<file path="src/timer_slave_pkg.sv">
package timer_slave_pkg;
   localparam int DATA_W = 16;
   localparam int ADDR_W = 4;

   // *************************************************
   // register offsets
   // *************************************************
   localparam logic [3:0] ADDR_CTRL = 4'h0;
   localparam logic [3:0] ADDR_SLAVE = 4'h1;
   localparam logic [3:0] ADDR_INPUT = 4'h2;
   localparam logic [3:0] ADDR_PSC = 4'h3;
   localparam logic [3:0] ADDR_ARR = 4'h4;
   localparam logic [3:0] ADDR_CNT = 4'h5;
   localparam logic [3:0] ADDR_CAPTURE = 4'h6;
   localparam logic [3:0] ADDR_FLAG = 4'h7;
   localparam logic [3:0] ADDR_CFG = 4'h8;
   localparam logic [3:0] ADDR_EVENT = 4'h9;
   localparam logic [3:0] ADDR_CCR = 4'ha;

   // *************************************************
   // field positions
   // *************************************************
   localparam int CTRL_CEN = 0;
   localparam int CTRL_DIR = 1;
   localparam int CTRL_URS = 2;
   localparam int CTRL_XOR = 3;
   localparam int CTRL_ARBE = 4;
   localparam int SMS_LSB = 0;
   localparam int SMS_W = 3;
   localparam int TS_LSB = 4;
   localparam int TS_W = 3;
   localparam int ETF_LSB = 8;
   localparam int FILT_W = 4;
   localparam int ETPS_LSB = 12;
   localparam int ETPS_W = 2;
   localparam int SLV_ECE = 14;
   localparam int SLV_ETP = 15;
   localparam int IN_CC1P = 0;
   localparam int IN_CC2P = 1;
   localparam int IC1F_LSB = 4;
   localparam int IC2F_LSB = 8;
   localparam int CC1S_LSB = 12;
   localparam int CCS_W = 2;
   localparam int FLAG_TRIG = 0;
   localparam int FLAG_UPD = 1;
   localparam int FLAG_CAP = 2;
   localparam int FLAG_W = 3;
   localparam int EVT_UG = 0;

   // *************************************************
   // codes and reset values
   // *************************************************
   localparam logic [2:0] SMS_OFF = 3'h0;
   localparam logic [2:0] SMS_ENC_TWO = 3'h1;
   localparam logic [2:0] SMS_ENC_ONE = 3'h2;
   localparam logic [2:0] SMS_ENC_BOTH = 3'h3;
   localparam logic [2:0] SMS_RESET = 3'h4;
   localparam logic [2:0] SMS_GATED = 3'h5;
   localparam logic [2:0] SMS_TRIGGER = 3'h6;
   localparam logic [2:0] SMS_EXT_ONE = 3'h7;
   localparam logic [2:0] TS_INTERNAL = 3'h0;
   localparam logic [2:0] TS_FILT_ONE = 3'h5;
   localparam logic [2:0] TS_FILT_TWO = 3'h6;
   localparam logic [2:0] TS_EXTERNAL = 3'h7;
   localparam logic [3:0] FILTER_OFF = 4'h0;
   localparam logic [1:0] CAP_DIRECT = 2'h1;
   localparam logic [15:0] WORD_ZERO = 16'h0;
   localparam logic [15:0] WORD_ONE = 16'h1;
   localparam logic [15:0] ARR_RESET = 16'hffff;
   localparam logic [2:0] ETR_DIV_ZERO = 3'h0;
endpackage

</file>
<file path="src/input_conditioner.sv">
`timescale 1ns/1ps
module input_conditioner
(
   input wire logic clock_i,
   input wire logic rst_n_i,
   input wire logic pin_i,
   input wire logic [3:0] filter_i,
   input wire logic invert_i,
   output logic level_o,
   output logic rise_o,
   output logic fall_o
);
   logic sync_a;
   logic sync_b;
   logic stable;
   logic [3:0] count;
   logic prev;
   logic next_stable;
   logic [3:0] next_count;

   // *************************************************
   // filter: a change must persist filter_i+1 samples
   // *************************************************
   always_comb
   begin
      next_stable = stable;
      next_count = timer_slave_pkg::FILTER_OFF;
      if (sync_b != stable)
      begin
         if (count >= filter_i)
            next_stable = sync_b;
         else
            next_count = count + 4'h1;
      end
   end

   always_ff @(posedge clock_i or negedge rst_n_i)
   begin
      if (!rst_n_i)
      begin
         sync_a <= 1'b0;
         sync_b <= 1'b0;
         stable <= 1'b0;
         count <= 4'h0;
         prev <= 1'b0;
      end
      else
      begin
         sync_a <= pin_i;
         sync_b <= sync_a;
         stable <= next_stable;
         count <= next_count;
         prev <= level_o;
      end
   end

   assign level_o = stable ^ invert_i;
   // edges seen in the same cycle the level settles; a polarity flip shows as an edge
   assign rise_o = level_o & ~prev;
   assign fall_o = ~level_o & prev;
endmodule

</file>
<file path="src/etr_prescaler.sv">
`timescale 1ns/1ps
module etr_prescaler
(
   input wire logic clock_i,
   input wire logic rst_n_i,
   input wire logic level_i,
   input wire logic [1:0] div_i,
   output logic tick_o
);
   logic prev;
   logic [2:0] count;
   logic tick;
   logic [2:0] next_count;
   logic next_tick;
   logic [2:0] limit;

   assign limit = 3'((4'h1 << div_i) - 4'h1);

   always_comb
   begin
      next_count = count;
      next_tick = 1'b0;
      if (level_i & ~prev)
      begin
         // code 00 gives limit 0: every edge ticks
         if (count >= limit)
         begin
            next_count = timer_slave_pkg::ETR_DIV_ZERO;
            next_tick = 1'b1;
         end
         else
            next_count = count + 3'h1;
      end
   end

   always_ff @(posedge clock_i or negedge rst_n_i)
   begin
      if (!rst_n_i)
      begin
         prev <= 1'b0;
         count <= 3'h0;
         tick <= 1'b0;
      end
      else
      begin
         prev <= level_i;
         count <= next_count;
         tick <= next_tick;
      end
   end

   assign tick_o = tick;
endmodule

</file>
<file path="src/timer_slave_encoder_control.sv">
// Added by the designer: the placing of the registers and the address-and-strobe port.
`timescale 1ns/1ps
module timer_slave_encoder_control
(
   input wire logic CLOCK_I,
   input wire logic RST_N_I,
   input wire logic [3:0] REG_ADDR_I,
   input wire logic [15:0] REG_WDATA_I,
   input wire logic REG_WR_I,
   input wire logic REG_RD_I,
   output logic [15:0] REG_RDATA_O,
   input wire logic TIMER_INPUT_ONE_I,
   input wire logic TIMER_INPUT_TWO_I,
   input wire logic TIMER_INPUT_THREE_I,
   input wire logic TIMER_INPUT_FOUR_I,
   input wire logic EXTERNAL_TRIGGER_SIGNAL_I,
   input wire logic INTERNAL_TRIGGER_ZERO_I,
   output logic TRIGGER_OUTPUT_O,
   output logic [15:0] COUNT_O,
   output logic COMPARE_MATCH_O,
   output logic TIMER_IRQ_O
);
   logic [15:0] ctrl;
   logic [15:0] slave;
   logic [15:0] inputs;
   logic [15:0] psc;
   logic [15:0] psc_cnt;
   logic [15:0] arr_buf;
   logic [15:0] arr_sh;
   logic [15:0] ccr_buf;
   logic [15:0] ccr_sh;
   logic [15:0] cnt;
   logic [15:0] capture;
   logic [2:0] flags;
   logic [2:0] cfg;
   logic [15:0] rdata;
   logic trigger_input_prev;
   logic trg_out;
   logic match;
   logic irq;
   logic [15:0] next_ctrl;
   logic [15:0] next_slave;
   logic [15:0] next_inputs;
   logic [15:0] next_psc;
   logic [15:0] next_psc_cnt;
   logic [15:0] next_arr_buf;
   logic [15:0] next_arr_sh;
   logic [15:0] next_ccr_buf;
   logic [15:0] next_ccr_sh;
   logic [15:0] next_cnt;
   logic [15:0] next_capture;
   logic [2:0] next_flags;
   logic [2:0] next_cfg;
   logic [15:0] next_rdata;
   logic [2:0] flag_set;
   logic ug;
   logic cnt_wr;
   logic uev;
   logic raw_tick;
   logic cnt_tick;
   logic reset_trig;
   logic wrap_up;

   logic [2:0] sms;
   logic [2:0] ts;
   logic enc_mode;
   logic ti1_src;
   logic l1, r1, f1;
   logic l2, r2, f2;
   logic etr_level;
   logic etr_tick;
   logic t1e, t2e;
   logic up1, up2;
   logic enc_dir;
   logic enc_tick;
   logic count_dir;
   logic trigger_input;
   logic trg_edge;
   logic trg_fall;

   localparam int CC1S_HI = timer_slave_pkg::CC1S_LSB + timer_slave_pkg::CCS_W - 1;

   // *************************************************
   // input paths
   // *************************************************
   assign sms = slave[timer_slave_pkg::SMS_LSB +: timer_slave_pkg::SMS_W];
   assign ts = slave[timer_slave_pkg::TS_LSB +: timer_slave_pkg::TS_W];
   // xor of async pins ahead of the synchroniser; glitches are absorbed there
   assign ti1_src = ctrl[timer_slave_pkg::CTRL_XOR] ?
      (TIMER_INPUT_TWO_I ^ TIMER_INPUT_THREE_I ^ TIMER_INPUT_FOUR_I) : TIMER_INPUT_ONE_I;

   input_conditioner cond_one
   (
      .clock_i(CLOCK_I),
      .rst_n_i(RST_N_I),
      .pin_i(ti1_src),
      .filter_i(inputs[timer_slave_pkg::IC1F_LSB +: timer_slave_pkg::FILT_W]),
      .invert_i(inputs[timer_slave_pkg::IN_CC1P]),
      .level_o(l1),
      .rise_o(r1),
      .fall_o(f1)
   );

   input_conditioner cond_two
   (
      .clock_i(CLOCK_I),
      .rst_n_i(RST_N_I),
      .pin_i(TIMER_INPUT_TWO_I),
      .filter_i(inputs[timer_slave_pkg::IC2F_LSB +: timer_slave_pkg::FILT_W]),
      .invert_i(inputs[timer_slave_pkg::IN_CC2P]),
      .level_o(l2),
      .rise_o(r2),
      .fall_o(f2)
   );

   input_conditioner cond_ext
   (
      .clock_i(CLOCK_I),
      .rst_n_i(RST_N_I),
      .pin_i(EXTERNAL_TRIGGER_SIGNAL_I),
      .filter_i(slave[timer_slave_pkg::ETF_LSB +: timer_slave_pkg::FILT_W]),
      .invert_i(slave[timer_slave_pkg::SLV_ETP]),
      .level_o(etr_level),
      .rise_o(),
      .fall_o()
   );

   etr_prescaler ext_div
   (
      .clock_i(CLOCK_I),
      .rst_n_i(RST_N_I),
      .level_i(etr_level),
      .div_i(slave[timer_slave_pkg::ETPS_LSB +: timer_slave_pkg::ETPS_W]),
      .tick_o(etr_tick)
   );

   // *************************************************
   // encoder decode
   // *************************************************
   assign enc_mode = (sms == timer_slave_pkg::SMS_ENC_TWO) || (sms == timer_slave_pkg::SMS_ENC_ONE) ||
      (sms == timer_slave_pkg::SMS_ENC_BOTH);
   assign t1e = r1 | f1;
   assign t2e = r2 | f2;
   assign up1 = (r1 & ~l2) | (f1 & l2);
   assign up2 = (r2 & l1) | (f2 & ~l1);
   // dir 1 means down; input one wins if both move together
   assign enc_dir = t1e ? ~up1 : (t2e ? ~up2 : ctrl[timer_slave_pkg::CTRL_DIR]);
   assign enc_tick = ctrl[timer_slave_pkg::CTRL_CEN] &
      (((sms == timer_slave_pkg::SMS_ENC_TWO) & t2e) |
       ((sms == timer_slave_pkg::SMS_ENC_ONE) & t1e) |
       ((sms == timer_slave_pkg::SMS_ENC_BOTH) & (t1e | t2e)));
   assign count_dir = enc_mode ? enc_dir : ctrl[timer_slave_pkg::CTRL_DIR];

   // *************************************************
   // trigger selection
   // *************************************************
   always_comb
   begin
      case (ts)
         timer_slave_pkg::TS_INTERNAL: trigger_input = INTERNAL_TRIGGER_ZERO_I;
         timer_slave_pkg::TS_FILT_ONE: trigger_input = l1;
         timer_slave_pkg::TS_FILT_TWO: trigger_input = l2;
         timer_slave_pkg::TS_EXTERNAL: trigger_input = etr_level;
         default: trigger_input = 1'b0;
      endcase
   end

   assign trg_edge = trigger_input & ~trigger_input_prev;
   assign trg_fall = ~trigger_input & trigger_input_prev;
   assign reset_trig = (sms == timer_slave_pkg::SMS_RESET) & trg_edge;

   // *************************************************
   // registers and counter
   // *************************************************
   always_comb
   begin
      next_ctrl = ctrl;
      next_slave = slave;
      next_inputs = inputs;
      next_psc = psc;
      next_arr_buf = arr_buf;
      next_ccr_buf = ccr_buf;
      next_cfg = cfg;
      next_psc_cnt = psc_cnt;
      next_cnt = cnt;
      next_capture = capture;
      next_rdata = timer_slave_pkg::WORD_ZERO;
      flag_set = 3'h0;
      next_flags = flags;
      ug = 1'b0;
      cnt_wr = 1'b0;
      uev = 1'b0;
      cnt_tick = 1'b0;
      wrap_up = 1'b0;
      if (REG_WR_I)
      begin
         if (REG_ADDR_I == timer_slave_pkg::ADDR_CTRL)
            next_ctrl = REG_WDATA_I;
         else if (REG_ADDR_I == timer_slave_pkg::ADDR_SLAVE)
            next_slave = REG_WDATA_I;
         else if (REG_ADDR_I == timer_slave_pkg::ADDR_INPUT)
            next_inputs = REG_WDATA_I;
         else if (REG_ADDR_I == timer_slave_pkg::ADDR_PSC)
            next_psc = REG_WDATA_I;
         else if (REG_ADDR_I == timer_slave_pkg::ADDR_ARR)
            next_arr_buf = REG_WDATA_I;
         else if (REG_ADDR_I == timer_slave_pkg::ADDR_CCR)
            next_ccr_buf = REG_WDATA_I;
         else if (REG_ADDR_I == timer_slave_pkg::ADDR_CNT)
            cnt_wr = 1'b1;
         else if (REG_ADDR_I == timer_slave_pkg::ADDR_CFG)
            next_cfg = REG_WDATA_I[timer_slave_pkg::FLAG_W-1:0];
         else if (REG_ADDR_I == timer_slave_pkg::ADDR_FLAG)
            next_flags = flags & ~REG_WDATA_I[timer_slave_pkg::FLAG_W-1:0];
         else if (REG_ADDR_I == timer_slave_pkg::ADDR_EVENT)
            ug = REG_WDATA_I[timer_slave_pkg::EVT_UG];
      end
      // hardware beats a software write in the same cycle, except a counter write, which wins over the count
      if (enc_mode & (t1e | t2e))
         next_ctrl[timer_slave_pkg::CTRL_DIR] = enc_dir;
      if ((sms == timer_slave_pkg::SMS_TRIGGER) & trg_edge)
      begin
         next_ctrl[timer_slave_pkg::CTRL_CEN] = 1'b1;
         flag_set[timer_slave_pkg::FLAG_TRIG] = 1'b1;
      end
      if (reset_trig)
         flag_set[timer_slave_pkg::FLAG_TRIG] = 1'b1;
      if ((sms == timer_slave_pkg::SMS_GATED) & ctrl[timer_slave_pkg::CTRL_CEN] & (trg_edge | trg_fall))
         flag_set[timer_slave_pkg::FLAG_TRIG] = 1'b1;
      // tick source ahead of the prescaler
      if (enc_mode)
         raw_tick = enc_tick;
      else if (sms == timer_slave_pkg::SMS_EXT_ONE)
         raw_tick = ctrl[timer_slave_pkg::CTRL_CEN] & trg_edge;
      else
         raw_tick = ctrl[timer_slave_pkg::CTRL_CEN] &
            ((sms != timer_slave_pkg::SMS_GATED) | trigger_input) &
            (~slave[timer_slave_pkg::SLV_ECE] | etr_tick);
      if (raw_tick)
      begin
         if (psc_cnt >= psc)
         begin
            next_psc_cnt = timer_slave_pkg::WORD_ZERO;
            cnt_tick = 1'b1;
         end
         else
            next_psc_cnt = psc_cnt + timer_slave_pkg::WORD_ONE;
      end
      if (reset_trig | ug)
      begin
         next_psc_cnt = timer_slave_pkg::WORD_ZERO;
         next_cnt = count_dir ? arr_sh : timer_slave_pkg::WORD_ZERO;
         uev = ug | ~ctrl[timer_slave_pkg::CTRL_URS];
      end
      else if (cnt_tick)
      begin
         if (count_dir)
         begin
            if (cnt == timer_slave_pkg::WORD_ZERO)
            begin
               next_cnt = arr_sh;
               uev = 1'b1;
            end
            else
               next_cnt = cnt - timer_slave_pkg::WORD_ONE;
         end
         else if (cnt >= arr_sh)
         begin
            next_cnt = timer_slave_pkg::WORD_ZERO;
            uev = 1'b1;
            wrap_up = ~cnt_wr;
         end
         else
            next_cnt = cnt + timer_slave_pkg::WORD_ONE;
      end
      if (cnt_wr)
         next_cnt = REG_WDATA_I;
      flag_set[timer_slave_pkg::FLAG_UPD] = uev;
      // capture on own pin path only; other mappings are not built
      if ((inputs[CC1S_HI:timer_slave_pkg::CC1S_LSB] == timer_slave_pkg::CAP_DIRECT) & r1)
      begin
         next_capture = cnt;
         flag_set[timer_slave_pkg::FLAG_CAP] = 1'b1;
      end
      next_flags = next_flags | flag_set;
      next_arr_sh = (uev | ~next_ctrl[timer_slave_pkg::CTRL_ARBE]) ? next_arr_buf : arr_sh;
      next_ccr_sh = uev ? next_ccr_buf : ccr_sh;
      if (REG_RD_I)
      begin
         if (REG_ADDR_I == timer_slave_pkg::ADDR_CTRL)
            next_rdata = ctrl;
         else if (REG_ADDR_I == timer_slave_pkg::ADDR_SLAVE)
            next_rdata = slave;
         else if (REG_ADDR_I == timer_slave_pkg::ADDR_INPUT)
            next_rdata = inputs;
         else if (REG_ADDR_I == timer_slave_pkg::ADDR_PSC)
            next_rdata = psc;
         else if (REG_ADDR_I == timer_slave_pkg::ADDR_ARR)
            next_rdata = arr_buf;
         else if (REG_ADDR_I == timer_slave_pkg::ADDR_CCR)
            next_rdata = ccr_buf;
         else if (REG_ADDR_I == timer_slave_pkg::ADDR_CNT)
            next_rdata = cnt;
         else if (REG_ADDR_I == timer_slave_pkg::ADDR_CAPTURE)
            next_rdata = capture;
         else if (REG_ADDR_I == timer_slave_pkg::ADDR_FLAG)
            next_rdata = {13'h0, flags};
         else if (REG_ADDR_I == timer_slave_pkg::ADDR_CFG)
            next_rdata = {13'h0, cfg};
      end
   end

   always_ff @(posedge CLOCK_I or negedge RST_N_I)
   begin
      if (!RST_N_I)
      begin
         ctrl <= 16'h0;
         slave <= 16'h0;
         inputs <= 16'h0;
         psc <= 16'h0;
         psc_cnt <= 16'h0;
         arr_buf <= timer_slave_pkg::ARR_RESET;
         arr_sh <= timer_slave_pkg::ARR_RESET;
         ccr_buf <= 16'h0;
         ccr_sh <= 16'h0;
         cnt <= 16'h0;
         capture <= 16'h0;
         flags <= 3'h0;
         cfg <= 3'h0;
         rdata <= 16'h0;
         trigger_input_prev <= 1'b0;
         trg_out <= 1'b0;
         match <= 1'b0;
         irq <= 1'b0;
      end
      else
      begin
         ctrl <= next_ctrl;
         slave <= next_slave;
         inputs <= next_inputs;
         psc <= next_psc;
         psc_cnt <= next_psc_cnt;
         arr_buf <= next_arr_buf;
         arr_sh <= next_arr_sh;
         ccr_buf <= next_ccr_buf;
         ccr_sh <= next_ccr_sh;
         cnt <= next_cnt;
         capture <= next_capture;
         flags <= next_flags;
         cfg <= next_cfg;
         rdata <= next_rdata;
         trigger_input_prev <= trigger_input;
         trg_out <= uev;
         match <= (next_cnt == next_ccr_sh);
         irq <= |(next_flags & next_cfg);
      end
   end

   assign REG_RDATA_O = rdata;
   assign TRIGGER_OUTPUT_O = trg_out;
   assign COUNT_O = cnt;
   assign COMPARE_MATCH_O = match;
   assign TIMER_IRQ_O = irq;

   // *************************************************
   // checks
   // *************************************************
   chk_reset_flag: assert property (@(posedge CLOCK_I) disable iff (!RST_N_I)
      reset_trig |=> flags[timer_slave_pkg::FLAG_TRIG])
      else $error("reset trigger did not set trigger flag");
   chk_reset_clear: assert property (@(posedge CLOCK_I) disable iff (!RST_N_I)
      (reset_trig && !count_dir && !cnt_wr) |=> (cnt == 16'h0) && (psc_cnt == 16'h0))
      else $error("reset trigger did not clear counter");
   chk_reset_update: assert property (@(posedge CLOCK_I) disable iff (!RST_N_I)
      (reset_trig && !ctrl[timer_slave_pkg::CTRL_URS]) |=> TRIGGER_OUTPUT_O)
      else $error("reset trigger gave no update");
   chk_gated_hold: assert property (@(posedge CLOCK_I) disable iff (!RST_N_I)
      (sms == timer_slave_pkg::SMS_GATED && !ctrl[timer_slave_pkg::CTRL_CEN] && !REG_WR_I) |=> $stable(cnt))
      else $error("gated counter moved while disabled");
   chk_gated_idle: assert property (@(posedge CLOCK_I) disable iff (!RST_N_I)
      (sms == timer_slave_pkg::SMS_GATED && !trigger_input && !REG_WR_I) |=> $stable(cnt))
      else $error("gated counter moved with gate inactive");
   chk_trig_start: assert property (@(posedge CLOCK_I) disable iff (!RST_N_I)
      (sms == timer_slave_pkg::SMS_TRIGGER && trg_edge) |=>
         ctrl[timer_slave_pkg::CTRL_CEN] && flags[timer_slave_pkg::FLAG_TRIG])
      else $error("trigger edge did not start counter");
   chk_enc_one_dir: assert property (@(posedge CLOCK_I) disable iff (!RST_N_I)
      (enc_mode && r1 && l2) |=> ctrl[timer_slave_pkg::CTRL_DIR])
      else $error("input one rise with two high not down");
   chk_enc_two_dir: assert property (@(posedge CLOCK_I) disable iff (!RST_N_I)
      (enc_mode && r2 && l1 && !t1e) |=> !ctrl[timer_slave_pkg::CTRL_DIR])
      else $error("input two rise with one high not up");
   chk_enc_select: assert property (@(posedge CLOCK_I) disable iff (!RST_N_I)
      (sms == timer_slave_pkg::SMS_ENC_TWO && t1e && !t2e && !REG_WR_I) |=> $stable(cnt))
      else $error("unselected encoder input counted");
   chk_wrap_zero: assert property (@(posedge CLOCK_I) disable iff (!RST_N_I)
      wrap_up |=> (cnt == 16'h0) && TRIGGER_OUTPUT_O)
      else $error("up count did not wrap to zero");
endmodule

</file>
<file path="config.mk">
export PLATFORM = sky130hd
export DESIGN_NAME = timer_slave_encoder_control
export DESIGN_NICKNAME = d
export VERILOG_FILES = /design/src/timer_slave_pkg.sv /design/src/input_conditioner.sv /design/src/etr_prescaler.sv /design/src/timer_slave_encoder_control.sv
export SDC_FILE = /design/constraint.sdc
export NUM_CORES = 1
export LEC_CHECK = 0
export ABC_AREA = 1
export BUFFER_PORTS_ARGS = -buffer_cell sky130_fd_sc_hd__clkbuf_2
export CELL_PAD_IN_SITES_DETAIL_PLACEMENT = 1
export CELL_PAD_IN_SITES_GLOBAL_PLACEMENT = 2
export CORE_MARGIN = 5
export CORE_UTILIZATION = 37
export DETAILED_ROUTE_END_ITERATION = 8
export HOLD_SLACK_MARGIN = 0.1
export PLACE_DENSITY = 0.83
export REMOVE_ABC_BUFFERS = 1
export SLEW_MARGIN = 30
export SYNTH_ARGS = -nofsm -noshare
export SYNTH_HDL_FRONTEND = slang
export SYNTH_SLANG_ARGS = --single-unit
</file>
<file path="constraint.sdc">
create_clock -name CLOCK_I -period 2.93 [get_ports CLOCK_I]
set_clock_uncertainty 0.05 [all_clocks]
set_input_delay 0.1465 -clock CLOCK_I [delete_from_list [all_inputs] [get_ports CLOCK_I]]
set_output_delay 0.1465 -clock CLOCK_I [all_outputs]
set_load 0.03 [all_outputs]
</file>
==> Word level (Yosys, flattened, before mapping) <==
Cells that the tools add are included.
{ "totals": {"reg_bits": 230, "latch_bits": 0, "ram_bits": 0, "mem_bits_ro": 0, "input_bits": 30, "output_inout_bits": 35, "wordCells": 264, "n_memories": 0} }
{ "classes": {"add_sub_neg": 8, "mul": 0, "div": 0, "n_lt_le_gt_ge": 6, "n_eq_ne": 26, "shift": 1, "muxes": 104, "n_bitwise": 61, "reduce_logical": 20} }
{ "ops": {"columns": ["op", "count"], "rows": [
  ["$mux W16", 33],
  ["$mux W3", 22],
  ["$mux W1", 40],
  ["$add A16 B1 Y16 const B", 2],
  ["$ge A16 B16 Y1", 2],
  ["$and A1 B1 Y1", 24],
  ["$mux W4", 6],
  ["$eq A3 B3 Y1 const B", 7],
  ["$eq A16 B16 Y1", 1],
  ["$eq A4 B3 Y1 const B", 4],
  ["$logic_not A16 Y1", 1],
  ["$sub A16 B1 Y16 const B", 1],
  ["$not A1 Y1", 15],
  ["$or A1 B1 Y1", 13],
  ["$add A4 B1 Y4 const B", 3],
  ["$eq A4 B4 Y1 const B", 3],
  ["$ge A4 B4 Y1", 3],
  ["$reduce_and A2 Y1", 6],
  ["$mux W5", 2],
  ["$reduce_bool A2 Y1", 5],
  ["$eq A4 B2 Y1 const B", 2],
  ["$and A3 B3 Y3", 2],
  ["$eq A3 B2 Y1 const B", 2],
  ["$reduce_and A5 Y1", 1],
  ["other kinds (19)", 26]
]} }

==> Depth between registers and ports, before layout <==
Gate-level depths: netlist of run 1.
{ "logic_depth": {"ltp_word": 17, "ltp_mapped": 26, "mapped_depth_nobuf": 25} }

==> Cells and area by module <==
A second synthesis of run 1 with hierarchy kept.
{ "hier_totals": {"cells_unflattened": 1794, "area_unflattened_um2": 13424.1} }
{ "by_module_without_submodules": {"columns": ["mod", "instances", "cells_each", "area_per_inst_um2", "seq_area_each_um2"], "rows": [
  ["timer_slave_encoder_control", 1, 1608, 11807.6, 5094.9],
  ["input_conditioner", 3, 50, 439.2, 200.2],
  ["etr_prescaler", 1, 36, 299.0, 125.1]
]} }

==> Least setup slack after synthesis of run 1 <==
OpenSTA, ideal clock, no wires.
{ "synth_timing": {"path_type": "reg2reg", "startpoint": "reg cnt[15] (netlist: COUNT_O[15])", "endpoint": "reg match (netlist: COMPARE_MATCH_O)", "setup_time_ps": 71, "t_arrival_ps": 2553, "required_ps": 2809, "setup_slack_ps": 256, "path_stages_with_launch": 22, "path_buffers": 1, "synth_period_minus_slack_ps": 2674, "cell_sequence": "dfrtp_1 -> ha_1 -> nand2_1 -> inv_1 -> nand3_1 -> a21oi_1 -> nor2_2 -> nand3_2 -> nand2_2 -> nand2_2 -> nand2_1 -> nand2_1 -> nand2_1 -> buf_2 -> nand2_1 -> nand2_2 -> nand3_1 -> nand2_1 -> nand2_1 -> nor2_1 -> nand2_1 -> nor2_1"} }
{ "synth_between": {"elab_chain_cells": 7, "elab_cells_between_ends": 17, "cone_classes": "add/sub (2); order compare (1); eq/ne (1); mux (12); reduce/logical (1)"} }
{ "synth_rtl": {"columns": ["element", "line", "source"], "rows": [
  ["start: declaration", "timer_slave_encoder_control.sv:32", "logic [15:0] cnt;"],
  ["start signal: assignment", "timer_slave_encoder_control.sv:347", "cnt <= next_cnt;"],
  ["$add A16 B1 Y16 (tied with other cells)", "timer_slave_encoder_control.sv:274", "next_cnt = cnt + timer_slave_pkg::WORD_ONE;"],
  ["$mux W16 (tied with other cells)", "timer_slave_encoder_control.sv:267", "else if (cnt >= arr_sh)"],
  ["$mux W16 / $mux W1 (equally long branches)", "timer_slave_encoder_control.sv:257", "if (count_dir)"],
  ["$mux W16 / $mux W1 (equally long branches)", "timer_slave_encoder_control.sv:255", "else if (cnt_tick)"],
  ["$mux W16 / $mux W1 (equally long branches)", "timer_slave_encoder_control.sv:249", "if (reset_trig | ug)"],
  ["$mux W16 (on tied branches)", "timer_slave_encoder_control.sv:276, timer_slave_encoder_control.sv:287", null],
  ["$eq A16 B16 Y1 (*)", "timer_slave_encoder_control.sv:354", "match <= (next_cnt == next_ccr_sh);"],
  ["end signal: assignment", "timer_slave_encoder_control.sv:354", null],
  ["end: declaration", "timer_slave_encoder_control.sv:39", "logic match;"]
]} }
Mark *: on every way between the ends. The rest lies on a longest branch, timed or not.
A chain may end at the register's enable or synchronous reset.

==> Worst setup path in the final report of run 1 <==
{ "layout_timing": {"startpoint": "reg inputs[0]", "endpoint": "reg match (netlist: COMPARE_MATCH_O)"} }
{ "layout_between": {"elab_chain_cells": 14, "elab_cells_between_ends": 43, "cone_classes": "eq/ne (1); mux (16); bitwise (26)"} }
{ "layout_rtl": {"columns": ["element", "line", "source"], "rows": [
  ["start: declaration", "timer_slave_encoder_control.sv:25", "logic [15:0] inputs;"],
  ["start signal: assignment", "timer_slave_encoder_control.sv:340", "inputs <= next_inputs;"],
  ["$xor A1 B1 Y1 (*)", "input_conditioner.sv:57", "assign level_o = stable ^ invert_i;"],
  ["named net cond_one.level_o", "input_conditioner.sv:9", "output logic level_o,"],
  ["$not A1 Y1", "input_conditioner.sv:60, timer_slave_encoder_control.sv:145", null],
  ["$and A1 B1 Y1", "input_conditioner.sv:60", "assign fall_o = ~level_o & prev;"],
  ["$or A1 B1 Y1", "timer_slave_encoder_control.sv:142", "assign t1e = r1 | f1;"],
  ["$and A1 B1 Y1 / $or A1 B1 Y1 (equally long branches)", "timer_slave_encoder_control.sv:150, timer_slave_encoder_control.sv:151", null],
  ["$or A1 B1 Y1 / $and A1 B1 Y1 (equally long branches)", "timer_slave_encoder_control.sv:149, timer_slave_encoder_control.sv:151", null],
  ["$or A1 B1 Y1", "timer_slave_encoder_control.sv:150", "((sms == timer_slave_pkg::SMS_ENC_ONE) & t1e) |"],
  ["$and A1 B1 Y1", "timer_slave_encoder_control.sv:148", "assign enc_tick = ctrl[timer_slave_pkg::CTRL_CEN] &"],
  ["$mux W1", "timer_slave_encoder_control.sv:231", "if (enc_mode)"],
  ["$mux W1", "timer_slave_encoder_control.sv:239", "if (raw_tick)"],
  ["$mux W16 / $mux W1 (equally long branches)", "timer_slave_encoder_control.sv:255", null],
  ["$mux W16 / $mux W1 (equally long branches)", "timer_slave_encoder_control.sv:249", null],
  ["$mux W16 (on tied branches)", "timer_slave_encoder_control.sv:276, timer_slave_encoder_control.sv:287", null],
  ["$eq A16 B16 Y1 (*)", "timer_slave_encoder_control.sv:354", null]
]} }
Mark *: on every way through the listed nets, which the timed path passes. The rest lies on a longest branch.

==> flow_metrics.tcl, run 1 <==
set metrics [dict create \
    run_status "finished clean" \
    worstSetupEndpointType "flip-flop" \
    rsz0062_at_grt "true" \
    syn_avg_cell_area_um2 7.634 \
    cts_sinks 230 \
    rows 69 \
    drive_gt1_share_pct 21.60 \
    place.gp.congestion 0.9119 \
    grt_pass1_vias 12990 \
    syn_area_um2 13190 \
    final-hold-violation-count 0 \
    cellPowerDensity_nw_per_um2 1002 \
    finalPower_mw 16.90 \
    synth_top_cell_area_share_pct 37.56 \
    max_freq_ghz 0.3450 \
    finalSetupViolCount 0 \
    irDropWorstVdd_uv 564.4 \
    synth_common_cells "nand2_1, inv_1, o21ai_0, dfrtp_1, nand3_1" \
    worstSkewPairLatency_ns 0.55 \
    synthTopCellsByArea "dfrtp_1, nand2_1, o21ai_0" \
    cts_root_buf "clkbuf_16" \
    min_period_over_period_pct 98.93 \
    r2r_start "inputs[0]$_DFFE_PN0P_" \
    port_buffers 64 \
    syn_inst 1728 \
    cap_violations 0 \
    worst_slew_pin_slew_ns 0.7421 \
    synth-edff-count 0 \
    die-area_um2 39530 \
    critPathKind "flip-flop to flip-flop" \
    path_clk_slew_ns 0.06 \
    syn2layout_area_growth_pct 27.86 \
    synth-seq-cells 230 \
    min_period_ns 2.899 \
    grt_overflow 0 \
    ys_seq_area_share_pct 43.93 \
    dr.pass1.iters 5 \
    core_um2 35400 \
    relSlewSlack_pct 49.90 \
    start_util_pct 37.27 \
    fin_nets 2026 \
    synthFlopType "dfrtp_1" \
    antenna_found_initial 0 \
    startpoint_type "flip-flop" \
    leakage_nw 8.276 \
    ff2ff_path_depth 23 \
    required_ns 3.36 \
    htreeDepth 1 \
    tritoncts "yes" \
    drv_slew 0 \
    drtIter0Drc 676 \
    yosysMostFrequentCell "nand2_1" \
    reg2reg_setup_slack_ns 0.03 \
    ant_nets 0 \
    grtUsageTotal_pct 23.90 \
    diodes 0 \
    dieHeight_um 198.8 \
    num_vias 12480 \
    cp_max_fo 7 \
    die_w_um 198.8 \
    io-pin-count 65 \
    hold_class "primary input to asynchronous set/reset pin" \
    final_core_util_pct 47.65 \
    crit_arrival_ns 3.33 \
    post_drt_wl_per_cell_um 19.87 \
    cts_buffer_depth 3 \
    grt_pass1_wl_mm 74.47 \
    drc_errors 0 \
    synth_cell_types 44 \
    cts_buffers 28 \
    grt_max_degree 70 \
    dp_hpwl_mm 35.75 \
    synth_top_cell_by_area "dfrtp_1" \
    fill_cells 4326 \
    yosysWarningCount 0 \
    avgViaCountPerCell 5.160 \
    wirelength_mm 48.08 \
    async_reset_ff_share_pct 100.0 \
    r2r_end "COMPARE_MATCH_O$_DFF_PN0_" \
]
==> per-layer routing <==
layer,wire (um),global-route usage [%]
met1,22270,33.06
met2,23360,41.20
met3,1307,1.982
met4,1146,5.142
met5,0,0
==> cells by family after synthesis <==
family,count (synthesis),share of synthesized area [%]
and+or+nand+nor,744,23.92
AOI/OAI and AO/OA,352,14.98
buffers and inverters,308,9.219
DFF,230,43.93
adders and majority gates,60,5.691
xor gates and xnor gates,34,2.257
==> cells in the final DEF, fill, tap and decap left out, types with 10 or more instances in the layout <==
cell | netlist | routed
o211ai_1 | 21 | 21
nor2_2 | 8 | 13
nand4_1 | 18 | 18
nand2_4 | 2 | 12
clkbuf_16 | 0 | 31
o21ai_0 | 213 | 205
nand2_2 | 16 | 33
dlygate4sd3_1 | 0 | 24
nor3_1 | 12 | 12
o22ai_1 | 11 | 10
xor2_1 | 25 | 25
inv_2 | 15 | 21
o221ai_1 | 20 | 20
o2111ai_1 | 10 | 10
buf_4 | 5 | 130
nand3_1 | 97 | 89
dfrtp_1 | 198 | 194
clkbuf_2 | 0 | 63
nand2_1 | 480 | 452
ha_4 | 0 | 11
nor2_1 | 90 | 78
a21oi_1 | 65 | 62
dfstp_2 | 32 | 32
inv_1 | 231 | 223
ha_1 | 60 | 49
==> stage by stage <==
stage          setup TNS (ns)  cell area [um2]  cells  hold WS [ns]  setup slack (ns)
3_5_place_dp           -1.753            14880   2319        0.1082           -0.2093
2_1_floorplan               0            12910   1668       -0.1991          0.009655
4_1_cts                     0            16330   2401        0.1035         0.0005671
3_3_place_gp          -0.1285            14870   2319       0.09513           -0.1111
5_1_grt               -0.3411            16870   2419        0.1540           -0.1440
6_report                    0            16870   2419       0.09927           0.03133
==> area by class of cell <==
| type | instances | area [um2] | share of cell area, % |
|---|---|---|---|
| clock inverters | 17 | 279.0 | 1.654 |
| inverters | 248 | 940.9 | 5.579 |
| flip-flops and latches | 230 | 5801 | 34.39 |
| multi-input cells | 1191 | 6616 | 39.23 |
| repair buffers | 237 | 1874 | 11.11 |
| well taps | 461 | 576.8 | 3.420 |
| clock buffers | 35 | 778.2 | 4.614 |
==> worst max-delay path, cell delays in order, from the launching register on <==
cell and delay (ns):
dfrtp_1 0.43, inv_2 0.07, nand2_4 0.08, nand2_4 0.09, ha_4 0.28, inv_2 0.04
nor2_1 0.11, nand3_1 0.12, nand3_4 0.12, nand2_4 0.10, nand2_8 0.12, nand2_4 0.07
nand2_4 0.09, nand3_4 0.14, nand2_8 0.15, clkbuf_16 0.15, nand2_1 0.06, nand2_2 0.10
nand3_1 0.08, nand2_1 0.08, nand2_1 0.05, nor2_1 0.10, nand2_1 0.07, nor2_2 0.10
==> worst max-delay path by stage <==
stage	end	slack, ns	from
2_1_floorplan	COMPARE_MATCH_O$_DFF_PN0_	0.01	cond_two.stable$_DFFE_PN0P_
3_3_place_gp	COMPARE_MATCH_O$_DFF_PN0_	-0.11	cond_two.stable$_DFFE_PN0P_
3_5_place_dp	COMPARE_MATCH_O$_DFF_PN0_	-0.21	cond_two.stable$_DFFE_PN0P_
4_1_cts	COMPARE_MATCH_O$_DFF_PN0_	0.0006	cond_two.stable$_DFFE_PN0P_
5_1_grt	COMPARE_MATCH_O$_DFF_PN0_	-0.14	inputs[0]$_DFFE_PN0P_
6_report	COMPARE_MATCH_O$_DFF_PN0_	0.03	inputs[0]$_DFFE_PN0P_
==> where the power goes <==
part	leakage, nW	total [mW]	internal [mW]	switching, mW
Clock	0.510	3.99	2.50	1.48
Sequential	2.79	4.86	4.16	0.701
Combinational	4.98	8.05	3.12	4.93
Total	8.28	16.9	9.79	7.11
==> what timing repair did <==
action / 4_1_cts / 5_1_grt
hold buffers: 24 / 0
endpoints found under the hold margin: 240 / 0
pin swaps: 10 / 40
setup buffers: 5 / 16
endpoints found under the setup margin: 17 / 19
gates resized for setup: 29 / 90
cloned: 1 / 2
Power figures use the tool's default switching activity.
==> run 2: changes to the inputs <==
- CORE_UTILIZATION: 37 -> 32
- PLACE_DENSITY: 0.83 -> 0.73
==> run 2 against run 1 <==
Global-route usage is 3.2 points lower. Total power is 6.0% lower. Non-clock buffer count is 4 higher. Register-to-register slack better by 0.02 ns. Clock power is 16% lower. Core utilization is 7.1 points lower. Critical path type unchanged. Largest cell class unchanged.
==> flow_metrics.tcl, run 2 (synthesis results as in run 1) <==
set metrics [dict create \
    port_buffers 64 \
    drive_gt1_share_pct 19.48 \
    crit_chain "inv_1 > ha_1 > a21oi_1 > o21ai_0 > nor2_2 > nand3_2 > nand2_2 > nand2_2 > nand2_1 > nand2_2 > nand2_4 > buf_4 > nand2_1 > nand2_2 > nand2_1 > nand2_1 > nand2_1 > nor2_2 > nand2_2 > nor2_1" \
    p_clk_share_pct 21.2 \
    slowest_stage "dfstp_2" \
    grt_overflow 0 \
    ff2ff_path_depth 20 \
    grt_max_degree 70 \
    num_vias 12260 \
    min_period_ns 2.877 \
    io-pin-count 65 \
    worstSkewPairLatency_ns 0.55 \
    max_freq_ghz 0.3475 \
    avgViaCountPerCell 4.919 \
    place.gp.congestion 0.8641 \
    rows 74 \
    r2r_end "COMPARE_MATCH_O$_DFF_PN0_" \
    cap_violations 0 \
    seqPwrFrac_pct 30.3 \
    cellPowerDensity_nw_per_um2 958.9 \
    die_w_um 213.0 \
    grt_pass1_vias 12950 \
    fin_nets 2029 \
    start_util_pct 32.31 \
    fin_ws_ns 0.05260 \
    mostFrequentLayoutCell "nand2_1" \
    rsz0062_at_grt "true" \
    cts_buffer_depth 3 \
    dp_hpwl_mm 36.03 \
    grtUsageTotal_pct 20.70 \
    relSlewSlack_pct 51.67 \
    hold_class "primary input to asynchronous set/reset pin" \
    ant_nets 0 \
    critPathKind "flip-flop to flip-flop" \
    dieHeight_um 213.0 \
    fin_cells 2493 \
    path_clk_slew_ns 0.06 \
    cp_max_fo 5 \
    syn2layout_area_growth_pct 25.56 \
    min_period_over_period_pct 98.20 \
    place_inst 2406 \
    antenna_found_initial 0 \
    drtIter0Drc 650 \
    crit_start "arr_sh[13]$_DFFE_PN1P_" \
    dpl_cell_area_um2 15060 \
    grt_pass1_wl_mm 74.29 \
    htreeDepth 1 \
    switching_share_pct 42.72 \
    startpoint_type "flip-flop" \
    post-place-ws_ns -0.1908 \
    drv_slew 0 \
    post_drt_wl_per_cell_um 18.88 \
    irDropWorstVdd_uv 508.6 \
    crit_path_end "COMPARE_MATCH_O$_DFF_PN0_" \
    drc_errors 0 \
    leakage_nw 8.178 \
    cts_sinks 230 \
    max_stage_delay_ns 0.52 \
    diodes 0 \
    fill_cells 5005 \
    die-area_um2 45380 \
    pwr-share-comb_pct 48.5 \
    r2r_start "arr_sh[13]$_DFFE_PN1P_" \
    reg2reg_setup_slack_ns 0.05 \
    finalSetupViolCount 0 \
    final-hold-violation-count 0 \
    hold-worst-slack_ns 0.08308 \
    p_sw_mw 6.785 \
    layout_common_cells "nand2_1, inv_1, o21ai_0, dfrtp_1, buf_4" \
    cts_root_buf "clkbuf_16" \
    core_um2 40830 \
    cts_buffers 28 \
    dr.pass1.iters 5 \
    regArea_um2 5797 \
    run_status "finished clean" \
    stdcell_area_um2 16560 \
    worstSetupEndpointType "flip-flop" \
    worst_slew_pin_slew_ns 0.7174 \
    multi_input_area_um2 6387 \
    crit_arrival_ns 3.31 \
    required_ns 3.36 \
    tritoncts "yes" \
    power.internal_mw 9.098 \
    wirelength_mm 47.08 \
]
[run 2: cell types whose count changed in the layout (fill, tap and decap cells not counted), moves of 4 or more]
cell       delta
ha_4          -8
bufinv_16     -7
ha_1          +7
nand2_4       -8
clkbuf_8      +5
buf_4         +9
nor2_4        -4
nand2_2       -6
inv_2         -6
nand2_1      +13
inv_1         +6
clkbuf_1     +10
[run 2: through the flow]
stage | total power [mW] | utilization (%) | TNS (ns)
2_1_floorplan | 8.839 | - | 0
3_3_place_gp | 11.88 | 36.88 | -0.1367
3_5_place_dp | 12.07 | 36.88 | -1.152
4_1_cts | 15.75 | 39.97 | 0
5_1_grt | 17.16 | 40.57 | -0.1665
6_report | 15.88 | 40.57 | 0
[run 2: worst min-delay path by stage]
stage,slack [ns],to
2_1_floorplan,-0.20,COMPARE_MATCH_O$_DFF_PN0_
3_3_place_gp,0.12,REG_RDATA_O[3]$_DFF_PN0_
3_5_place_dp,0.11,REG_RDATA_O[3]$_DFF_PN0_
4_1_cts,0.10,cfg[1]$_DFF_PN0_
5_1_grt,0.13,trigger_input_prev$_DFF_PN0_
6_report,0.08,REG_RDATA_O[3]$_DFF_PN0_
[run 2: critical path: cells and delay by family, from the launching register on]
family	cells	cell delay [ns]
simple gates	15	1.44
compound gates	2	0.29
buf+inv	2	0.20
flops	1	0.52
fa+ha+maj	1	0.30
[run 2: cell type report]
cell class	count	share of cell area (%)
Inverter	248	5.703
Multi-Input combinational cell	1190	38.56
Sequential cell	230	35.00
Clock buffer	49	5.190
Tap cell	532	4.019
Timing Repair Buffer	241	11.37
Clock inverter	3	0.1586
[run 2: what timing repair did]
item,4_1_cts,5_1_grt
endpoints found under the setup margin,26,27
hold endpoints to repair,282,0
setup buffers,5,3
cloned,0,3
gates resized for setup,25,45
pin swaps,9,16
hold buffers,24,0
[run 2: layer usage]
layer,global-route usage (%),vias to the layer above,wire length (um)
li1,-,6054,-
met1,29.22,6014,22450
met2,35.27,154,22460
met3,1.881,40,1395
met4,3.620,0,776
met5,0,-,0
[run 2: power groups by stage]
stage          clock [mW]  combinational [mW]  sequential (mW)
6_report             3.37                7.70             4.81
5_1_grt              3.58                8.66             4.92
4_1_cts              3.47                7.47             4.81
3_5_place_dp            0                7.23             4.84
3_3_place_gp            0                7.07             4.82
2_1_floorplan           0                3.81             5.03
